### src/ssps_pkg.sv
/*
 * package for the synchronous serial port: register map, field positions,
 * reset values, timing counts and the shared types.
 * assumes a 200 MHz system clock and a 32-bit Avalon-MM register bus.
 */
package ssps_pkg;
	// byte offsets on the register bus
	localparam logic [4:0] SSPS_OFF_STATUS = 5'h00;
	localparam logic [4:0] SSPS_OFF_CTRL1 = 5'h04;
	localparam logic [4:0] SSPS_OFF_CTRL2 = 5'h08;
	localparam logic [4:0] SSPS_OFF_DATA = 5'h0C;
	localparam logic [4:0] SSPS_OFF_IRQ_STAT = 5'h10;
	localparam logic [4:0] SSPS_OFF_IRQ_EN = 5'h14;
	localparam logic [4:0] SSPS_OFF_IRQ_CLR = 5'h18;
	// serial_port_status fields
	localparam int SSPS_ST_SAMPLE = 7;
	localparam int SSPS_ST_EDGE = 6;
	localparam int SSPS_ST_DATA = 5;
	localparam int SSPS_ST_STOP = 4;
	localparam int SSPS_ST_START = 3;
	localparam int SSPS_ST_RDWR = 2;
	localparam int SSPS_ST_UPDADDR = 1;
	localparam int SSPS_ST_FULL = 0;
	// control 1 fields; control 2 is general-call enable and own address
	localparam int SSPS_C1_ENABLE = 0;
	localparam int SSPS_C1_I2C = 1;
	localparam int SSPS_C1_MASTER = 2;
	localparam int SSPS_C1_POL = 3;
	localparam int SSPS_C2_GCALL = 7;
	// interrupt event bits
	localparam int SSPS_IRQ_DONE = 0;
	localparam int SSPS_IRQ_START = 1;
	localparam int SSPS_IRQ_STOP = 2;
	localparam int SSPS_IRQ_ARBL = 3;
	localparam int SSPS_IRQ_NACK = 4;
	// reset values
	localparam logic [7:0] SSPS_STATUS_RST = 8'h00;
	localparam logic [7:0] SSPS_CTRL2_RST = 8'h00;
	// serial clock made in master modes
	localparam int SSPS_CLK_MHZ = 200;
	localparam int SSPS_SCK_PERIOD_NS = 400;
	localparam logic [5:0] SSPS_HALF_CYC = 6'((SSPS_SCK_PERIOD_NS * SSPS_CLK_MHZ / 1000) / 2);
	// index of the final half period of a transfer
	localparam logic [4:0] SSPS_LAST_SPI = 5'h0F;
	localparam logic [4:0] SSPS_LAST_SPI_E = 5'h10;
	localparam logic [4:0] SSPS_LAST_I2C = 5'h11;

	typedef enum logic [1:0] {SSPS_IDLE, SSPS_START, SSPS_SHIFT, SSPS_STOP} ssps_fsm_t;

	typedef struct packed {
		logic rd;
		logic wr;
		logic [4:0] addr;
		logic be0;
		logic [7:0] wdata;
	} ssps_av_req_t;

	typedef struct packed {
		ssps_fsm_t fsm;
		logic [7:0] stat;
		logic en;
		logic i2c;
		logic master;
		logic clk_pol;
		logic [7:0] ctrl2;
		logic [4:0] irq_st;
		logic [4:0] irq_en;
		logic [8:0] tx_sh;
		logic [8:0] rx_sh;
		logic [7:0] rx_buf;
		logic [4:0] h;
		logic [5:0] div;
		logic [3:0] nsamp;
		logic sck;
		logic sdo;
		logic sl_act;
		logic sl_addr;
		logic sl_ack;
		logic [3:0] sl_cnt;
		logic [2:0] scl_s;
		logic [2:0] sda_s;
		logic [1:0] sdi_s;
		logic ack;
		logic [31:0] rdata;
	} ssps_state_t;
endpackage : ssps_pkg

### src/ssps_port.sv
/*
 * synchronous serial port: one shift engine serving SPI and I2C, the
 * status and control registers, and an Avalon-MM slave with waitrequest.
 * assumes serial pins come from outside the clock domain; open-drain
 * pins are resolved outside from the output enables.
 */
// Decided for this implementation: the register addresses and the Avalon-MM interface to the registers.
// Function
// - one protocol at a time, SPI or I2C, sharing one shift engine
// - I2C master, multi-master and slave in hardware, slave answers general call
// - SPI master samples input mid bit when sample bit 0, at end when 1
// - idle low clock: edge bit 1 shifts on rising edge, 0 on falling
// - status holds eight fields, top two writable, all reset to zero
// - one status and two control registers for software
// - stop flag set by last stop, zero at reset, cleared on disable
// - start flag set by last start, zero at reset, cleared on disable
`timescale 1ns/1ps
module ssps_port import ssps_pkg::*; (
	input wire logic SYS_CLK,
	input wire logic RST_N,
	input wire logic CE,
	input wire logic [4:0] AVS_ADDRESS,
	input wire logic AVS_READ,
	input wire logic AVS_WRITE,
	input wire logic [3:0] AVS_BYTEENABLE,
	input wire logic [31:0] AVS_WRITEDATA,
	output logic [31:0] AVS_READDATA,
	output logic AVS_WAITREQUEST,
	output logic IRQ,
	input wire logic SCK_SCL_IN,
	output logic SCK_SCL_OUT,
	output logic SCK_SCL_OE,
	input wire logic SDA_IN,
	output logic SDA_OUT,
	output logic SDA_OE,
	input wire logic SDI,
	output logic SDO,
	output logic SDO_OE
);

	function automatic logic hit(input ssps_av_req_t q, input logic [4:0] off);
		hit = q.wr & q.be0 & (q.addr == off);
	endfunction : hit

	ssps_state_t r;
	ssps_state_t n;
	ssps_av_req_t req;
	logic [4:0] iset;
	logic [8:0] rx_new;
	logic commit, scl_h, scl_rise, scl_fall, sda_rise, sda_fall;
	logic start_det, stop_det, din, tick, cke_e, late_e, bnd, first, samp;
	logic [4:0] last_h;
	logic out_e, in_e, match;

	assign req = '{AVS_READ, AVS_WRITE, AVS_ADDRESS, AVS_BYTEENABLE[0], AVS_WRITEDATA[7:0]};
	assign commit = (req.rd | req.wr) & r.ack;

	// second and third stages only: the first stage feeds nothing else
	assign scl_h = r.scl_s[1];
	assign scl_rise = r.scl_s[1] & ~r.scl_s[2];
	assign scl_fall = ~r.scl_s[1] & r.scl_s[2];
	assign sda_rise = r.sda_s[1] & ~r.sda_s[2];
	assign sda_fall = ~r.sda_s[1] & r.sda_s[2];
	assign start_det = scl_h & r.scl_s[2] & sda_fall;
	assign stop_det = scl_h & r.scl_s[2] & sda_rise;
	assign din = r.i2c ? r.sda_s[1] : r.sdi_s[1];

	assign tick = (r.div == SSPS_HALF_CYC - 6'h01);
	assign cke_e = ~r.i2c & r.stat[SSPS_ST_EDGE];
	// I2C reads the line at the end of the high half
	assign late_e = r.i2c | r.stat[SSPS_ST_SAMPLE];
	assign bnd = r.h[0] ^ cke_e;
	assign first = cke_e & (r.h == 5'h00);
	assign last_h = r.i2c ? SSPS_LAST_I2C : (cke_e ? SSPS_LAST_SPI_E : SSPS_LAST_SPI);
	assign samp = late_e ? (bnd & ~first) : ~bnd;
	assign rx_new = samp ? {r.rx_sh[7:0], din} : r.rx_sh;

	// slave edges: shift out on rising when edge bit differs from polarity
	assign out_e = (r.stat[SSPS_ST_EDGE] ^ r.clk_pol) ? scl_rise : scl_fall;
	assign in_e = (r.stat[SSPS_ST_EDGE] ^ r.clk_pol) ? scl_fall : scl_rise;
	assign match = (r.rx_sh[7:1] == r.ctrl2[6:0])
		| (r.ctrl2[SSPS_C2_GCALL] & (r.rx_sh[7:1] == 7'h00));

	////////////////////////////////////////////////////////////////////////
	always_comb begin
		n = r;
		iset = 5'h00;
		n.scl_s = {r.scl_s[1:0], SCK_SCL_IN};
		n.sda_s = {r.sda_s[1:0], SDA_IN};
		n.sdi_s = {r.sdi_s[0], SDI};
		n.ack = (req.rd | req.wr) & ~r.ack;

		// bus: read data captured the cycle before it is presented
		if ((req.rd | req.wr) & ~r.ack) begin
			case (req.addr)
				SSPS_OFF_STATUS: n.rdata = {24'h000000, r.stat};
				SSPS_OFF_CTRL1: n.rdata = {28'h0000000, r.clk_pol, r.master, r.i2c, r.en};
				SSPS_OFF_CTRL2: n.rdata = {24'h000000, r.ctrl2};
				SSPS_OFF_DATA: n.rdata = {24'h000000, r.rx_buf};
				SSPS_OFF_IRQ_STAT: n.rdata = {27'h0000000, r.irq_st};
				SSPS_OFF_IRQ_EN: n.rdata = {27'h0000000, r.irq_en};
				default: n.rdata = 32'h00000000;
			endcase
		end
		if (commit) begin
			if (hit(req, SSPS_OFF_STATUS)) begin
				n.stat[7:6] = req.wdata[7:6];
			end
			if (hit(req, SSPS_OFF_CTRL1)) begin
				n.en = req.wdata[SSPS_C1_ENABLE];
				n.i2c = req.wdata[SSPS_C1_I2C];
				n.master = req.wdata[SSPS_C1_MASTER];
				n.clk_pol = req.wdata[SSPS_C1_POL];
			end
			if (hit(req, SSPS_OFF_CTRL2)) begin
				n.ctrl2 = req.wdata;
			end
			if (hit(req, SSPS_OFF_IRQ_EN)) begin
				n.irq_en = req.wdata[4:0];
			end
			if (hit(req, SSPS_OFF_IRQ_CLR)) begin
				n.irq_st = r.irq_st & ~req.wdata[4:0];
			end
			if (req.rd & (req.addr == SSPS_OFF_DATA)) begin
				n.stat[SSPS_ST_FULL] = 1'b0;
			end
			if (hit(req, SSPS_OFF_DATA) & (r.fsm == SSPS_IDLE)) begin
				n.tx_sh = {req.wdata, 1'b1};
				if (~r.master) begin
					n.sdo = req.wdata[7];
				end else if (r.i2c & r.stat[SSPS_ST_START]) begin
					// another master holds the bus
					iset[SSPS_IRQ_ARBL] = 1'b1;
				end else if (r.en) begin
					n.fsm = r.i2c ? SSPS_START : SSPS_SHIFT;
					n.h = 5'h00;
					n.div = 6'h00;
					n.nsamp = 4'h0;
					n.sck = r.i2c ? 1'b1 : r.clk_pol;
					n.sdo = r.i2c ? 1'b0 : req.wdata[7];
				end
			end
		end

		// I2C bus conditions, seen in every I2C role
		if (r.en & r.i2c & start_det) begin
			n.stat[SSPS_ST_START] = 1'b1;
			n.stat[SSPS_ST_STOP] = 1'b0;
			iset[SSPS_IRQ_START] = 1'b1;
		end
		if (r.en & r.i2c & stop_det) begin
			n.stat[SSPS_ST_STOP] = 1'b1;
			n.stat[SSPS_ST_START] = 1'b0;
			iset[SSPS_IRQ_STOP] = 1'b1;
		end

		case (r.fsm)
			SSPS_IDLE: begin
				if (r.master) begin
					n.sck = r.i2c ? 1'b1 : r.clk_pol;
				end
				if (r.en & ~r.i2c & ~r.master) begin
					if (in_e) begin
						n.rx_sh = {r.rx_sh[7:0], din};
						n.nsamp = r.nsamp + 4'h1;
						if (r.nsamp == 4'h7) begin
							n.nsamp = 4'h0;
							n.rx_buf = {r.rx_sh[6:0], din};
							n.stat[SSPS_ST_FULL] = 1'b1;
							iset[SSPS_IRQ_DONE] = 1'b1;
						end
					end
					if (out_e & (r.nsamp != 4'h0)) begin
						n.tx_sh = {r.tx_sh[7:0], 1'b1};
						n.sdo = r.tx_sh[7];
					end
				end
				if (r.en & r.i2c & ~r.master) begin
					if (start_det) begin
						n.sl_act = 1'b1;
						n.sl_addr = 1'b1;
						n.sl_cnt = 4'h0;
						n.sl_ack = 1'b0;
					end else if (stop_det) begin
						n.sl_act = 1'b0;
						n.sl_ack = 1'b0;
					end else if (r.sl_act & scl_rise & (r.sl_cnt < 4'h8)) begin
						n.rx_sh = {r.rx_sh[7:0], din};
						n.sl_cnt = r.sl_cnt + 4'h1;
					end else if (r.sl_act & scl_fall & (r.sl_cnt == 4'h8)) begin
						n.sl_cnt = 4'h9;
						if (~r.sl_addr | match) begin
							n.sl_ack = ~(r.stat[SSPS_ST_RDWR] & ~r.sl_addr);
							n.stat[SSPS_ST_DATA] = ~r.sl_addr;
							if (r.sl_addr) begin
								n.stat[SSPS_ST_RDWR] = r.rx_sh[0];
							end
							n.rx_buf = r.rx_sh[7:0];
							n.stat[SSPS_ST_FULL] = 1'b1;
							iset[SSPS_IRQ_DONE] = 1'b1;
						end else begin
							n.sl_act = 1'b0;
						end
					end else if (r.sl_act & scl_fall & (r.sl_cnt == 4'h9)) begin
						n.sl_ack = 1'b0;
						n.sl_cnt = 4'h0;
						n.sl_addr = 1'b0;
					end
				end
			end
			SSPS_START: begin
				n.div = r.div + 6'h01;
				if (tick) begin
					n.div = 6'h00;
					n.sck = 1'b0;
					n.sdo = r.tx_sh[8];
					n.fsm = SSPS_SHIFT;
				end
			end
			SSPS_SHIFT: begin
				n.div = r.div + 6'h01;
				if (tick) begin
					n.div = 6'h00;
					n.h = r.h + 5'h01;
					if (r.i2c | (r.h < SSPS_LAST_SPI_E)) begin
						n.sck = ~r.sck;
					end
					if (samp) begin
						n.rx_sh = rx_new;
						n.nsamp = r.nsamp + 4'h1;
					end
					if (bnd & ~first & (r.h != last_h)) begin
						n.tx_sh = {r.tx_sh[7:0], 1'b1};
						n.sdo = r.tx_sh[7];
					end
					if (r.i2c & samp & r.sdo & ~din & (r.nsamp < 4'h8)) begin
						// lost arbitration: release both lines at once
						n.fsm = SSPS_IDLE;
						n.sck = 1'b1;
						n.sdo = 1'b1;
						iset[SSPS_IRQ_ARBL] = 1'b1;
					end else if (r.h == last_h) begin
						if (r.i2c) begin
							n.fsm = SSPS_STOP;
							n.h = 5'h00;
							n.sdo = 1'b0;
							n.rx_buf = rx_new[8:1];
							iset[SSPS_IRQ_NACK] = rx_new[0];
						end else begin
							n.fsm = SSPS_IDLE;
							n.rx_buf = rx_new[7:0];
							n.stat[SSPS_ST_FULL] = 1'b1;
							iset[SSPS_IRQ_DONE] = 1'b1;
						end
					end
				end
			end
			SSPS_STOP: begin
				n.div = r.div + 6'h01;
				if (tick) begin
					n.div = 6'h00;
					n.h = 5'h01;
					n.sck = 1'b1;
					if (r.h != 5'h00) begin
						n.sdo = 1'b1;
						n.fsm = SSPS_IDLE;
						n.stat[SSPS_ST_FULL] = 1'b1;
						iset[SSPS_IRQ_DONE] = 1'b1;
					end
				end
			end
			default: n.fsm = SSPS_IDLE;
		endcase

		if (~r.en) begin
			n.fsm = SSPS_IDLE;
			n.stat[SSPS_ST_STOP] = 1'b0;
			n.stat[SSPS_ST_START] = 1'b0;
			n.sl_act = 1'b0;
			n.sl_ack = 1'b0;
			n.nsamp = 4'h0;
		end
		// an event in the cycle of its clear still lands
		n.irq_st = n.irq_st | iset;
	end

	always_ff @(posedge SYS_CLK) begin
		if (!RST_N) begin
			r <= '0;
			r.stat <= SSPS_STATUS_RST;
			r.ctrl2 <= SSPS_CTRL2_RST;
		end else if (CE) begin
			r <= n;
		end
	end

	assign AVS_READDATA = r.rdata;
	assign AVS_WAITREQUEST = (req.rd | req.wr) & ~r.ack;
	assign IRQ = |(r.irq_st & r.irq_en);
	assign SCK_SCL_OUT = r.i2c ? 1'b0 : r.sck;
	assign SCK_SCL_OE = r.en & (r.i2c ? ((r.fsm != SSPS_IDLE) & ~r.sck) : r.master);
	assign SDA_OUT = 1'b0;
	assign SDA_OE = r.en & r.i2c & (((r.fsm != SSPS_IDLE) & ~r.sdo) | r.sl_ack);
	assign SDO = r.sdo;
	assign SDO_OE = r.en & ~r.i2c;

	////////////////////////////////////////////////////////////////////////
	mode_excl_a: assert property (@(posedge SYS_CLK) disable iff (!RST_N)
		!(SDO_OE && SDA_OE) && ((r.fsm != SSPS_IDLE) -> r.master))
		else $error("both protocols driving");
	slave_ack_a: assert property (@(posedge SYS_CLK) disable iff (!RST_N)
		$rose(r.sl_ack) |-> r.stat[SSPS_ST_FULL] && r.irq_st[SSPS_IRQ_DONE])
		else $error("slave acked without a byte");
	sample_time_a: assert property (@(posedge SYS_CLK) disable iff (!RST_N)
		(CE && r.fsm == SSPS_SHIFT && !r.i2c && tick && (r.stat[SSPS_ST_SAMPLE] ? !bnd : bnd))
		|=> $stable(r.nsamp))
		else $error("spi sampled at wrong time");
	shift_edge_a: assert property (@(posedge SYS_CLK) disable iff (!RST_N)
		(r.fsm == SSPS_SHIFT && $past(r.fsm) == SSPS_SHIFT && !r.i2c && $changed(r.tx_sh))
		|-> $changed(r.sck) && r.sck == (r.stat[SSPS_ST_EDGE] ^ r.clk_pol))
		else $error("data shifted on wrong edge");
	status_wr_a: assert property (@(posedge SYS_CLK) disable iff (!RST_N)
		(CE && commit && hit(req, SSPS_OFF_STATUS)) |=> r.stat[7:6] == $past(req.wdata[7:6]))
		else $error("status write lost");
	ctrl_wr_a: assert property (@(posedge SYS_CLK) disable iff (!RST_N)
		(CE && commit && hit(req, SSPS_OFF_CTRL1)) |=> r.en == $past(req.wdata[0])
		&& r.i2c == $past(req.wdata[1]))
		else $error("control write lost");
	flag_clear_a: assert property (@(posedge SYS_CLK) disable iff (!RST_N)
		(CE && !r.en) |=> !r.stat[SSPS_ST_STOP] && !r.stat[SSPS_ST_START])
		else $error("bus flags kept while disabled");
	start_seen_a: assert property (@(posedge SYS_CLK) disable iff (!RST_N)
		(CE && r.en && r.i2c && start_det) |=> r.stat[SSPS_ST_START] && !r.stat[SSPS_ST_STOP])
		else $error("start not flagged");
endmodule : ssps_port

### config.mk
export PLATFORM = sky130hd
export DESIGN_NAME = ssps_port
export DESIGN_NICKNAME = d
export VERILOG_FILES = /design/src/ssps_pkg.sv /design/src/ssps_port.sv
export SDC_FILE = /design/constraint.sdc
export NUM_CORES = 1
export LEC_CHECK = 0
export BUFFER_PORTS_ARGS = -buffer_cell sky130_fd_sc_hd__buf_2
export CORE_UTILIZATION = 45
export CTS_BUF_LIST = sky130_fd_sc_hd__clkbuf_4 sky130_fd_sc_hd__clkbuf_8
export CTS_CLUSTER_DIAMETER = 30
export DETAILED_ROUTE_END_ITERATION = 7
export PLACE_DENSITY_LB_ADDON = 0.12
export SYNTH_ARGS = -nofsm -noshare
export SYNTH_HDL_FRONTEND = slang
export SYNTH_SLANG_ARGS = --single-unit
### constraint.sdc
create_clock -name SYS_CLK -period 3.2 [get_ports SYS_CLK]
set_clock_uncertainty 0.05 [all_clocks]
set_input_delay 0.8 -clock SYS_CLK [delete_from_list [all_inputs] [get_ports SYS_CLK]]
set_output_delay 0.8 -clock SYS_CLK [all_outputs]
set_load 0.05 [all_outputs]
==> metrics.csv <==
stage,metric,value,unit
outcome,status,"complete, no violations",
global_routing,grt_pass1_vias,5641,
critical_path,r2r-start,r[60],
sta,final_hold_viol_count,0,
global_routing,grt-ovfl-total,0,
drt,ant_nets,0,
worst_hold_path,min_to,r[82],
power_and_ir_drop,p_leak,0.00264,uW
critical_path,worst_ep_arrival_time,2170,ps
critical_path,startpoint_type,flip-flop,
critical_path,crit_slowest_cell,dfxtp_1,
run,cap_violations,0,
floorplan,die_y,122,um
floorplan,core-area,14000,um2
sta,period_minus_slack,3020,ps
clocking,path_clk_slew,100,ps
drt,drc,0,
power_and_ir_drop,p_total,2280,uW
critical_path,path_cells,"inv_1, ha_1, inv_1, a31oi_1, nor2_1, buf_2",
sta,tightest_slew,745,ps
critical_path,critPathKind,reg -> out,
final_layout,fin_cells,995,
floorplan,die_w,122,um
critical_path,path_common_cell,inv_1,
clocking,cts.sinks,97,
placed_design,hpwlAfterDp,13900,um
final_layout,utilization,49.2,%
yosys,synthFlopType,dfxtp_1,
clocking,clock_path_buffers,2,
global_routing,grt_pass1_wl,30400,um
critical_path,cp-startpoint,r[121],
clocking,cts_buffers,9,
critical_path,r2r_slack,510,ps
drt,drt-total-wl,19100,um
global_routing,antenna_found_initial,0,
drt,wl_per_cell,19.2,um
yosys,synth_edf_count,0,
yosys,async_flop_share,0,%
clocking,cts_tree,done,
floorplan,row_count,43,
floorplan,start_util,46.4,%
yosys,avgSynthCellArea,8.12,um2
sta,relSlewSlack,49.7,%
yosys,yosysTopAreaCell,dfxtp_1,
sta,finalCritPeriodShare,94.5,%
sta,rsz0062_at_grt,false,
drt,dr.pass1.iters,5,
yosys,synth_area_leaders,"dfxtp_1 (30%), mux2i_1 (7.4%), nor2_1 (5.1%), buf_4 (3.8%), a21oi_1 (3.6%)",
critical_path,worstPathRequired,2350,ps
worst_hold_path,hp-start,r[82],
clocking,clkLatencyLatePin,390,ps
sta,max_freq,331,MHz
clocking,cts_setup_buffers,0,
final_layout,final_nets,871,
sta,slew_violations,0,
critical_path,reg2regPathDepth,8,
yosys,yosysSeqAreaShare,29.9,%
critical_path,r2r-end,r[89],
global_routing,grt_usage,26.4,%
sta,setup_viol,0,
clocking,root_buffer,clkbuf_8,
floorplan,ioPinCount,89,
yosys,synth.distinct_cells,84,
yosys,ys_warn_count,0,
sta,fin_setup_tns,0,ps
drt,drtIter0Drc,599,
yosys,syn_inst,800,
power_and_ir_drop,power_density,332,nW/um2
global_routing,grt_max_degree,64,
critical_path,crit_buf_inv,3,
placed_design,io_buffers,36,
critical_path,critical_path.top_delay_family,buffers and inverters,
final_layout,stdcell_area,6890,um2
placed_design,dpl_cell_area,6700,um2
power_and_ir_drop,vdd_drop_max,261,uV
critical_path,critPathMaxStageDelay,410,ps
worst_hold_path,hold_class,reg -> reg,
clocking,postCtsHoldBufs,0,
yosys,synth_top_area_share,29.9,%
drt,vias,6085,
clocking,htree_levels,3,
drt,routed_via_density,6.12,
floorplan,die_area,14900,um2
yosys,yosysMostFrequentCell,dfxtp_1,
final_layout,drive_above_1_share,13.4,%
placed_design,placedCellCount,979,
final_layout,area_growth,5.97,%
critical_path,cp.depth,6,
critical_path,crit_path_end_kind,output port,
yosys,ys_ff_latch,97,
worst_hold_path,min_path_cells,2,
critical_path,worst-path-max-fanout,10,
yosys,syn_area,6500,um2
placed_design,gp_congestion,0.894,
yosys,synthTopCellsByCount,"dfxtp_1 (97), nor2_1 (89), nand2_1 (51)",
final_layout,antenna_cells,0,
clocking,ctsResizeCount,0,
==> metrics by stage <==
stage,hold slack [ps],setup WS [ps]
floorplan,382,263
CTS,420,196
detailed placement,405,317
global placement,396,333
global route,459,81.5
finish,423,176
==> routing by layer <==
| layer | share of wire [%] | GRT usage [%] |
|---|---|---|
| met1 | 47 | 36.2 |
| met5 | 0 | 0 |
| met2 | 46 | 42.4 |
| met4 | 1.7 | 8.69 |
| met3 | 5.4 | 3.84 |
==> area by class of cell <==
| type | count | area, um2 |
|---|---|---|
| well taps | 180 | 225 |
| clock inverters | 7 | 58.8 |
| clock buffers | 9 | 124 |
| inverters | 37 | 139 |
| multi-input cells | 607 | 4040 |
| repair buffers | 58 | 358 |
| fillers | 1381 | 7100 |
| flip-flops and latches | 97 | 1940 |
==> how the worst max path moves through the flow <==
stage	endpoint	slack (ps)
2_1_floorplan	SCK_SCL_OE	260
3_3_place_gp	r[59]	330
3_5_place_dp	r[59]	320
4_1_cts	SCK_SCL_OE	200
5_1_grt	SCK_SCL_OE	80
6_report	SCK_SCL_OE	180
==> report_power, final <==
part / internal (uW) / switching [uW]
logic: 59.8 / 191
registers: 1220 / 15.6
clock network: 297 / 498
==> cells by family (layout without fill, tap and decap cells) <==
group | Yosys count | count (layout) | share of synthesized area [%]
AOI/OAI and AO/OA | 222 | 222 | 24.9
xor gates and xnor gates | 12 | 12 | 1.62
adders and majority gates | 12 | 12 | 2.31
buffers and inverters | 120 | 111 | 9.34
DFF | 97 | 97 | 29.9
muxes | 59 | 59 | 9.30
other | 1 | 25 | 0.0577
and+or+nand+nor | 277 | 277 | 22.6
==> worst reg2reg max path, cell delays in order (launching register included) <==
cell,delay (ps)
dfxtp_1,670
inv_1,100
ha_1,220
or4b_1,260
nand2b_1,100
a2111o_1,410
a2bb2oi_2,420
o221a_1,290
a211oi_2,40
==> registers in the layout, indices dropped and copies added (netlist names) <==
| register | flops |
|---|---|
| SDO | 1 |
| r | 83 |
| AVS_READDATA | 8 |
| n | 5 |
==> cells in the final DEF, fill, tap and decap left out, types with 5 or more instances in the layout <==
master    count
a21boi_1      9
o221a_1      14
o21ai_1       6
xnor2_1       5
a22oi_1       8
ha_1         12
and3_1        8
inv_1        35
nand2b_1      7
buf_2        36
a21oi_1      47
and2_1       12
a211oi_1      5
nor2_1       89
nand3_1      31
a221oi_1      6
nor4_1        6
xor2_1        7
conb_1       25
nor2b_1       5
nand2_1      51
dfxtp_1      97
clkbuf_8      9
nand4_1      12
mux2_2        9
a21o_1       12
nor3_1       12
buf_4        21
nand4b_1      6
mux2i_1      48
a31oi_1       9
a211oi_2      8
o22ai_1       5
o21ai_0      37
o211ai_1     11
Power figures use the tool's default switching activity.
